===== config.mk =====
export PLATFORM = sky130hd
export DESIGN_NAME = dfb_top
export DESIGN_NICKNAME = d
export VERILOG_FILES = /design/src/rtl/dfb_pkg.sv /design/src/rtl/dfb_bus_if.sv /design/src/rtl/dfb_top.sv /design/src/rtl/dfb_vbus_mon.sv
export SDC_FILE = /design/constraint.sdc
export NUM_CORES = 1
export LEC_CHECK = 0
export ABC_AREA = 1
export BUFFER_PORTS_ARGS = -buffer_cell sky130_fd_sc_hd__clkbuf_2
export CAP_MARGIN = 20
export CELL_PAD_IN_SITES_DETAIL_PLACEMENT = 0
export CELL_PAD_IN_SITES_GLOBAL_PLACEMENT = 1
export CORE_ASPECT_RATIO = 1.4
export CORE_UTILIZATION = 28
export DETAILED_ROUTE_END_ITERATION = 7
export PLACE_DENSITY = 0.77
export REMOVE_ABC_BUFFERS = 1
export SLEW_MARGIN = 40
export SYNTH_ARGS = -nofsm -noshare
export SYNTH_HDL_FRONTEND = slang
export SYNTH_SLANG_ARGS = --single-unit

===== constraint.sdc =====
create_clock -name clk_i -period 1.6 [get_ports clk_i]
set_clock_uncertainty 0.05 [all_clocks]
set_input_delay 0.16 -clock clk_i [delete_from_list [all_inputs] [get_ports clk_i]]
set_output_delay 0.16 -clock clk_i [all_outputs]
set_load 0.03 [all_outputs]

===== src/rtl/dfb_pkg.sv =====
// constants, register map and types for the drive fault and brake block
package dfb_pkg;
	localparam int ADDR_W = 4;
	localparam logic [ADDR_W-1:0] SYS_CTRL_ADDR = 4'h0;
	localparam logic [ADDR_W-1:0] FAULT_CTRL_ADDR = 4'h4;
	localparam logic [ADDR_W-1:0] FAULT_STAT_ADDR = 4'h8;
	localparam logic [ADDR_W-1:0] DC_BUS_ADDR = 4'hC;
	localparam int PWM_EN_POS = 0;
	localparam int VEC_EN_POS = 1;
	localparam int FLT_CLR_POS = 0;
	localparam int ST_TRIP_POS = 0;
	localparam int ST_OV_POS = 1;
	localparam int ST_UV_POS = 2;
	localparam int ST_PEND_POS = 3;
	localparam int BRAKE_POS = 15;
	localparam int VBUS_W = 12;
	// bus voltage is sampled in whole volts
	localparam logic [VBUS_W-1:0] VBUS_OV = 12'h19A;
	localparam logic [VBUS_W-1:0] VBUS_BRAKE_ON = 12'h17C;
	localparam logic [VBUS_W-1:0] VBUS_BRAKE_OFF = 12'h168;
	localparam logic [VBUS_W-1:0] VBUS_UV = 12'h078;
	localparam logic [31:0] ZERO_WORD = 32'h0000_0000;
	localparam logic [1:0] LED_OFF = 2'h0;
	localparam logic [1:0] LED_GREEN = 2'h1;
	localparam logic [1:0] LED_RED = 2'h2;
	typedef enum logic [1:0] {DFB_CLR_IDLE, DFB_CLR_HELD} dfb_clr_type;
endpackage : dfb_pkg


===== src/rtl/dfb_bus_if.sv =====
// voltage monitor results carried between the monitor and the top
`timescale 1ns/1ps
interface dfb_bus_if;
	logic [dfb_pkg::VBUS_W-1:0] vbus;
	logic brake;
	logic ov;
	logic uv;
	modport mon (input vbus, output brake, ov, uv);
	modport top (output vbus, input brake, ov, uv);
endinterface : dfb_bus_if


===== src/rtl/dfb_top.sv =====
// drive fault latch, pwm gate kill, brake control and status led
//
// The placing of the registers and the Wishbone interface to the registers were decided locally.
`timescale 1ns/1ps
module dfb_top
	import dfb_pkg::*;
(
	input wire logic clk_i, // system clock
	input wire logic rst_i, // sync reset, active high
	input wire logic ce_i, // clock enable, freezes state when low
	input wire logic wb_cyc_i, // wishbone cycle
	input wire logic wb_stb_i, // wishbone strobe
	input wire logic wb_we_i, // wishbone write
	input wire logic [ADDR_W-1:0] wb_adr_i, // byte address
	input wire logic [3:0] wb_sel_i, // byte lanes
	input wire logic [31:0] wb_dat_i, // write data
	output logic [31:0] wb_dat_o, // read data
	output logic wb_ack_o, // acknowledge
	input wire logic gate_trip_i, // power stage trip, active high
	input wire logic fault_clear_pin_n_i, // external clear, active low
	input wire logic config_done_i, // configuration complete
	input wire logic [VBUS_W-1:0] vbus_i, // dc bus voltage, volts
	input wire logic [5:0] pwm_gate_i, // gate requests from modulator
	output logic [5:0] pwm_gate_o, // gate outputs
	output logic pwm_output_enable_o, // pwm output enable bit
	output logic vector_control_enable_o, // vector control enable bit
	output logic brake_o, // brake transistor drive
	output logic fault_n_o, // fault pin, low on fault
	output logic [1:0] led_o // status led, 1 green 2 red
);
	dfb_bus_if vif ();
	assign vif.vbus = vbus_i;
	dfb_vbus_mon u_mon (
		.clk_i(clk_i),
		.rst_i(rst_i),
		.ce_i(ce_i),
		.mon(vif.mon)
	);

	logic pwm_output_enable_bit;
	logic vector_control_enable_bit;
	logic fault_clear_bit;
	logic fault_pend;
	logic trip_seen;
	logic ov_seen;
	logic uv_seen;
	logic pin_d;
	dfb_clr_type clr_state;
	logic next_pwm_output_enable_bit;
	logic next_vector_control_enable_bit;
	logic next_fault_clear_bit;
	logic next_fault_pend;
	logic next_trip_seen;
	logic next_ov_seen;
	logic next_uv_seen;
	dfb_clr_type next_clr_state;
	logic [31:0] next_dat;
	logic next_ack;
	logic req;
	logic wr;
	logic pin_fall;
	logic clr_req;
	logic arm;
	logic any_src;
	logic sel_sys;
	logic sel_fault;
	logic sel_stat;
	logic sel_dcbus;
	logic gate_kill;
	wire logic [5:0] next_pwm_gate;
	logic next_fault_n;
	logic [1:0] next_led;

	assign req = wb_cyc_i & wb_stb_i & ~wb_ack_o;
	assign wr = req & wb_we_i & wb_sel_i[0];
	// falling edge of the low-true clear pin counts as a request
	assign pin_fall = pin_d & ~fault_clear_pin_n_i;
	assign any_src = gate_trip_i | vif.ov | vif.uv;

	always_comb
	begin
		next_clr_state = clr_state;
		case (clr_state)
			DFB_CLR_IDLE:
				if (pin_fall)
					next_clr_state = DFB_CLR_HELD;
			DFB_CLR_HELD:
				if (fault_clear_pin_n_i)
					next_clr_state = DFB_CLR_IDLE;
			default:
				next_clr_state = DFB_CLR_IDLE;
		endcase
	end

	// clear wins while asserted; new faults latch only once armed again
	assign clr_req = fault_clear_bit | pin_fall |
		(clr_state == DFB_CLR_HELD);
	assign arm = ~clr_req;

	always_comb
	begin
		next_fault_pend = fault_pend;
		next_trip_seen = trip_seen;
		next_ov_seen = ov_seen;
		next_uv_seen = uv_seen;
		if (!arm)
		begin
			next_fault_pend = 1'b0;
			next_trip_seen = 1'b0;
			next_ov_seen = 1'b0;
			next_uv_seen = 1'b0;
		end
		else
		begin
			if (any_src)
				next_fault_pend = 1'b1;
			if (gate_trip_i)
				next_trip_seen = 1'b1;
			if (vif.ov)
				next_ov_seen = 1'b1;
			if (vif.uv)
				next_uv_seen = 1'b1;
		end
	end

	// address decode shared by the write and read paths
	always_comb
	begin
		sel_sys = 1'b0;
		sel_fault = 1'b0;
		sel_stat = 1'b0;
		sel_dcbus = 1'b0;
		if (wb_adr_i == SYS_CTRL_ADDR)
			sel_sys = 1'b1;
		else if (wb_adr_i == FAULT_CTRL_ADDR)
			sel_fault = 1'b1;
		else if (wb_adr_i == FAULT_STAT_ADDR)
			sel_stat = 1'b1;
		else if (wb_adr_i == DC_BUS_ADDR)
			sel_dcbus = 1'b1;
	end

	always_comb
	begin
		next_pwm_output_enable_bit = pwm_output_enable_bit;
		next_vector_control_enable_bit = vector_control_enable_bit;
		next_fault_clear_bit = fault_clear_bit;
		if (wr && sel_sys)
		begin
			next_pwm_output_enable_bit = wb_dat_i[PWM_EN_POS];
			next_vector_control_enable_bit = wb_dat_i[VEC_EN_POS];
		end
		else if (wr && sel_fault)
			next_fault_clear_bit = wb_dat_i[FLT_CLR_POS];
		// fault forcing beats a software enable in the same cycle
		if (fault_pend || (arm && any_src))
		begin
			next_pwm_output_enable_bit = 1'b0;
			next_vector_control_enable_bit = 1'b0;
		end
	end

	always_comb
	begin
		next_dat = ZERO_WORD;
		if (sel_sys)
		begin
			next_dat[PWM_EN_POS] = pwm_output_enable_bit;
			next_dat[VEC_EN_POS] = vector_control_enable_bit;
		end
		else if (sel_fault)
			next_dat[FLT_CLR_POS] = fault_clear_bit;
		else if (sel_stat)
		begin
			next_dat[ST_TRIP_POS] = trip_seen;
			next_dat[ST_OV_POS] = ov_seen;
			next_dat[ST_UV_POS] = uv_seen;
			next_dat[ST_PEND_POS] = fault_pend;
		end
		else if (sel_dcbus)
		begin
			next_dat[VBUS_W-1:0] = vbus_i;
			next_dat[BRAKE_POS] = vif.brake;
		end
		if (!req || wb_we_i)
			next_dat = ZERO_WORD;
		next_ack = req;
	end

	// trip acts straight on the gates, not via the latch
	assign gate_kill = gate_trip_i | next_fault_pend |
		~next_pwm_output_enable_bit;

	// one mask per gate leg keeps the kill path identical on all six
	for (genvar g = 0; g < $bits(pwm_gate_i); g++)
	begin : g_gate
		assign next_pwm_gate[g] = pwm_gate_i[g] & ~gate_kill;
	end

	always_comb
	begin
		next_fault_n = ~next_fault_pend;
		if (!config_done_i)
			next_led = LED_OFF;
		else if (next_fault_pend)
			next_led = LED_RED;
		else
			next_led = LED_GREEN;
	end

	// software-visible control bits
	always_ff @(posedge clk_i)
	begin
		if (rst_i)
		begin
			pwm_output_enable_bit <= 1'b0;
			vector_control_enable_bit <= 1'b0;
			fault_clear_bit <= 1'b0;
		end
		else if (ce_i)
		begin
			pwm_output_enable_bit <= next_pwm_output_enable_bit;
			vector_control_enable_bit <= next_vector_control_enable_bit;
			fault_clear_bit <= next_fault_clear_bit;
		end
	end

	// shared fault latch, sticky causes and clear-pin tracking
	always_ff @(posedge clk_i)
	begin
		if (rst_i)
		begin
			fault_pend <= 1'b0;
			trip_seen <= 1'b0;
			ov_seen <= 1'b0;
			uv_seen <= 1'b0;
			// idle level of the pin, so no false edge after reset
			pin_d <= 1'b1;
			clr_state <= DFB_CLR_IDLE;
		end
		else if (ce_i)
		begin
			fault_pend <= next_fault_pend;
			trip_seen <= next_trip_seen;
			ov_seen <= next_ov_seen;
			uv_seen <= next_uv_seen;
			pin_d <= fault_clear_pin_n_i;
			clr_state <= next_clr_state;
		end
	end

	// bus answer
	always_ff @(posedge clk_i)
	begin
		if (rst_i)
		begin
			wb_dat_o <= ZERO_WORD;
			wb_ack_o <= 1'b0;
		end
		else if (ce_i)
		begin
			wb_dat_o <= next_dat;
			wb_ack_o <= next_ack;
		end
	end

	// pin-facing outputs, all registered
	always_ff @(posedge clk_i)
	begin
		if (rst_i)
		begin
			pwm_gate_o <= '0;
			pwm_output_enable_o <= 1'b0;
			vector_control_enable_o <= 1'b0;
			brake_o <= 1'b0;
			fault_n_o <= 1'b1;
			led_o <= LED_OFF;
		end
		else if (ce_i)
		begin
			pwm_gate_o <= next_pwm_gate;
			pwm_output_enable_o <= next_pwm_output_enable_bit;
			vector_control_enable_o <= next_vector_control_enable_bit;
			brake_o <= vif.brake;
			fault_n_o <= next_fault_n;
			led_o <= next_led;
		end
	end
endmodule : dfb_top


===== src/rtl/dfb_vbus_mon.sv =====
// dc bus brake hysteresis and over/undervoltage compare
`timescale 1ns/1ps
module dfb_vbus_mon
	import dfb_pkg::*;
(
	input wire logic clk_i, // system clock
	input wire logic rst_i, // sync reset
	input wire logic ce_i, // clock enable
	dfb_bus_if.mon mon // bus voltage and results
);
	logic brake;
	logic next_brake;
	logic ov;
	logic uv;
	logic next_ov;
	logic next_uv;
	always_comb
	begin
		next_brake = brake;
		if (mon.vbus > VBUS_BRAKE_ON)
			next_brake = 1'b1;
		else if (mon.vbus < VBUS_BRAKE_OFF)
			next_brake = 1'b0;
		next_ov = (mon.vbus >= VBUS_OV);
		next_uv = (mon.vbus < VBUS_UV);
	end
	always_ff @(posedge clk_i)
	begin
		if (rst_i)
		begin
			brake <= 1'b0;
			ov <= 1'b0;
			uv <= 1'b0;
		end
		else if (ce_i)
		begin
			brake <= next_brake;
			ov <= next_ov;
			uv <= next_uv;
		end
	end
	assign mon.brake = brake;
	assign mon.ov = ov;
	assign mon.uv = uv;
endmodule : dfb_vbus_mon


==> impl_metrics.json <==
{
  "status": "completed",
  "cts_inserted_buffers": 5,
  "num_rows": 34,
  "p_leak_nw": 1.040,
  "cp_slowest_cell": "dfxtp_1",
  "vias": 1744,
  "ys_types": 29,
  "post-cts-setup-buffers": 0,
  "required_ps": 1720,
  "cts.path.max_buffers": 2,
  "hold_buffers": 0,
  "cts_max_level": 2,
  "grt_pass1_vias": 1675,
  "gp_routability_congestion": 0.8053,
  "vias_per_cell": 4.460,
  "crit_path_frequent_cell": "inv_1",
  "drtIter0Drc": 62,
  "cts-root-buf": "clkbuf_8",
  "core_area_um2": 6254,
  "syn_to_final_growth_pct": 21.28,
  "peakVddDrop_mv": 0.4556,
  "clkTransAtPathRegs_ps": 70,
  "remaining_drc_errors": 0,
  "firstDrtPassIters": 4,
  "antenna_found_initial": 0,
  "cp.arrival_ps": 1380,
  "slew_viol_final": 0,
  "fin_crit_ps": 1256,
  "grt_util_all_layers": 0.1368,
  "slowest_delay_ps": 320,
  "fp.dieW_um": 70.08,
  "cts_tree": "built",
  "grt_max_degree": 22,
  "critical_path.cell_chain": "inv_1, nand2_1, nor2_1, nand2_2, nor2_1, inv_1, o211ai_1, inv_1",
  "fp.dieH_um": 97.31,
  "cp_max_fo": 3,
  "drv_cap": 0,
  "finalSetupTns_ps": 0,
  "nets": 386,
  "hold_viol_final": 0,
  "cp-end-kind": "flip-flop",
  "numClockSinks": 36,
  "routed_wl_um": 4435,
  "drive_above_1_share": 0.2759,
  "boundaryPins": 112,
  "syn_area_um2": 1817,
  "start_util": 0.2905,
  "portBuffers": 59,
  "critical_path_class": "flip-flop to flip-flop",
  "cts.repair.resized": 0,
  "dp_hpwl_um": 3421,
  "wire_per_inst_um": 11.34,
  "grt_remaining_overflow": 0,
  "antenna_cells": 0,
  "total_power_mw": 1.934,
  "powerDensity_nw_per_um2": 877.7,
  "rsz0062_at_grt": "false",
  "setup_violations": 0,
  "cp_top_family": "simple AND/OR/NAND/NOR gates",
  "synth-seq-cells": 36,
  "crit_path_start_kind": "flip-flop",
  "n_fill_cell": 705,
  "yosysSeqAreaShare": 0.3967,
  "finalCritPeriodShare": 0.7850,
  "syn_inst": 259,
  "syn-mean-instance-area_um2": 7.014,
  "antenna_left": 0,
  "hp-class": "primary input to flip-flop",
  "grt_pass1_wl_um": 7458,
  "die_area_um2": 6819,
  "clk_latency_ps": 280,
  "fmax_mhz": 796.2,
  "yosysWarnings": 0,
  "cp_num_buf_inv": 3
}
## worst min-delay path, delay by kind of cell
family,cells,cell delay (ps)
AO/OA/AOI/OAI,1,70
buffers and inverters,2,140
## path summary, 6_finish.rpt
check                        startpoint                    endpoint  slack [ps]  cells past startpoint
max reg2reg   clr_state[0]$_SDFFE_PP0P_       led_o[0]$_SDFFE_PP0P_         340                      8
min                       config_done_i       led_o[0]$_SDFFE_PP0P_          70                      3
min reg2reg  pwm_gate_o[1]$_SDFFE_PP0P_  pwm_gate_o[1]$_SDFFE_PP0P_         410                      2
max           clr_state[0]$_SDFFE_PP0P_       led_o[0]$_SDFFE_PP0P_         340                      8
## Yosys cell counts
library cell	number	area, um2
nand3_1	23	115.1
o21ai_0	3	15.01
nand4_1	3	18.77
nor3_2	2	20.02
nand2_4	1	11.26
nand2_2	4	25.02
a21oi_2	1	8.760
o31ai_1	1	7.510
buf_2	4	20.02
inv_1	20	75.07
o21a_1	1	7.510
o21ai_1	5	25.02
nor3_1	3	15.01
nor2_2	3	18.77
clkbuf_1	1	3.750
buf_1	2	7.510
o211ai_1	1	7.510
clkinv_1	1	3.750
nand2_1	53	198.9
buf_4	21	157.7
and2_4	1	8.760
inv_2	3	11.26
nand3_2	2	20.02
dfxtp_1	36	720.7
a21oi_1	34	170.2
a21boi_1	1	7.510
buf_6	1	11.26
nor2_1	27	101.4
conb_1	1	3.750
## area by class of cell
cell class	count	area [um2]	area share
flip-flops and latches	36	720.7	0.3271
clock buffers	7	96.34	0.04373
well taps	72	90.09	0.04089
repair buffers	64	332.8	0.1511
multi-input cells	188	873.3	0.3964
inverters	24	90.09	0.04089
## layout by cell type, fill, tap and decap left out, types with 2 or more instances in the layout
cell      netlist  routed
a21oi_1        34      34
buf_4          21       5
clkbuf_2        0      59
clkbuf_8        0       7
conb_1          1      19
dfxtp_1        36      36
inv_1          20      20
inv_2           3       3
nand2_1        53      53
nand2_2         4       4
nand3_1        23      23
nand3_2         2       2
nand4_1         3       3
nor2_1         27      27
nor2_2          3       3
nor3_1          3       3
nor3_2          2       2
o21ai_0         3       3
o21ai_1         5       5
## per-stage QoR
step | hold slack, ps | std cells | util | instance area [um2] | setup slack (ps)
after floorplan | 179.1 | 248 | - | 1684 | 199.1
after global placement | 354.2 | 384 | 0.3369 | 2107 | 342.0
after detailed placement | 355.0 | 384 | 0.3369 | 2107 | 337.2
after CTS | 56.79 | 391 | 0.3523 | 2203 | 324.0
after global routing | 81.40 | 391 | 0.3523 | 2203 | 180.9
final | 66.64 | 391 | 0.3523 | 2203 | 344.0
## power by group
group	internal, mW	switching (mW)
registers	0.920	0.0173
clock network	0.383	0.310
logic	0.0869	0.216
total	1.39	0.543
## registers in the layout, summed over array words and instances, names as in the netlist
signal,cells
brake_o,1
clr_state,1
fault_clear_bit,1
fault_n_o,1
fault_pend,1
led_o,2
ov_seen,1
pin_d,1
pwm_gate_o,6
pwm_output_enable_o,1
trip_seen,1
u_mon.mon.brake,1
u_mon.mon.ov,1
u_mon.mon.uv,1
uv_seen,1
vector_control_enable_o,1
wb_ack_o,1
wb_dat_o,13
## cells by family after synthesis
kind of cell	synth area share
and+or+nand+nor	0.3044
AOI/OAI and AO/OA	0.1371
other	0.002064
DFF	0.3967
buffers and inverters	0.1598
## metal layers
layer  vias up  GRT usage  wire length [um]
li1        912          -                 -
met1       773     0.1489              1836
met2        55     0.2537              2339
met3         4    0.03216               220
met4         0    0.04615                39
met5         -          0                 0
Power figures use the tool's default switching activity.
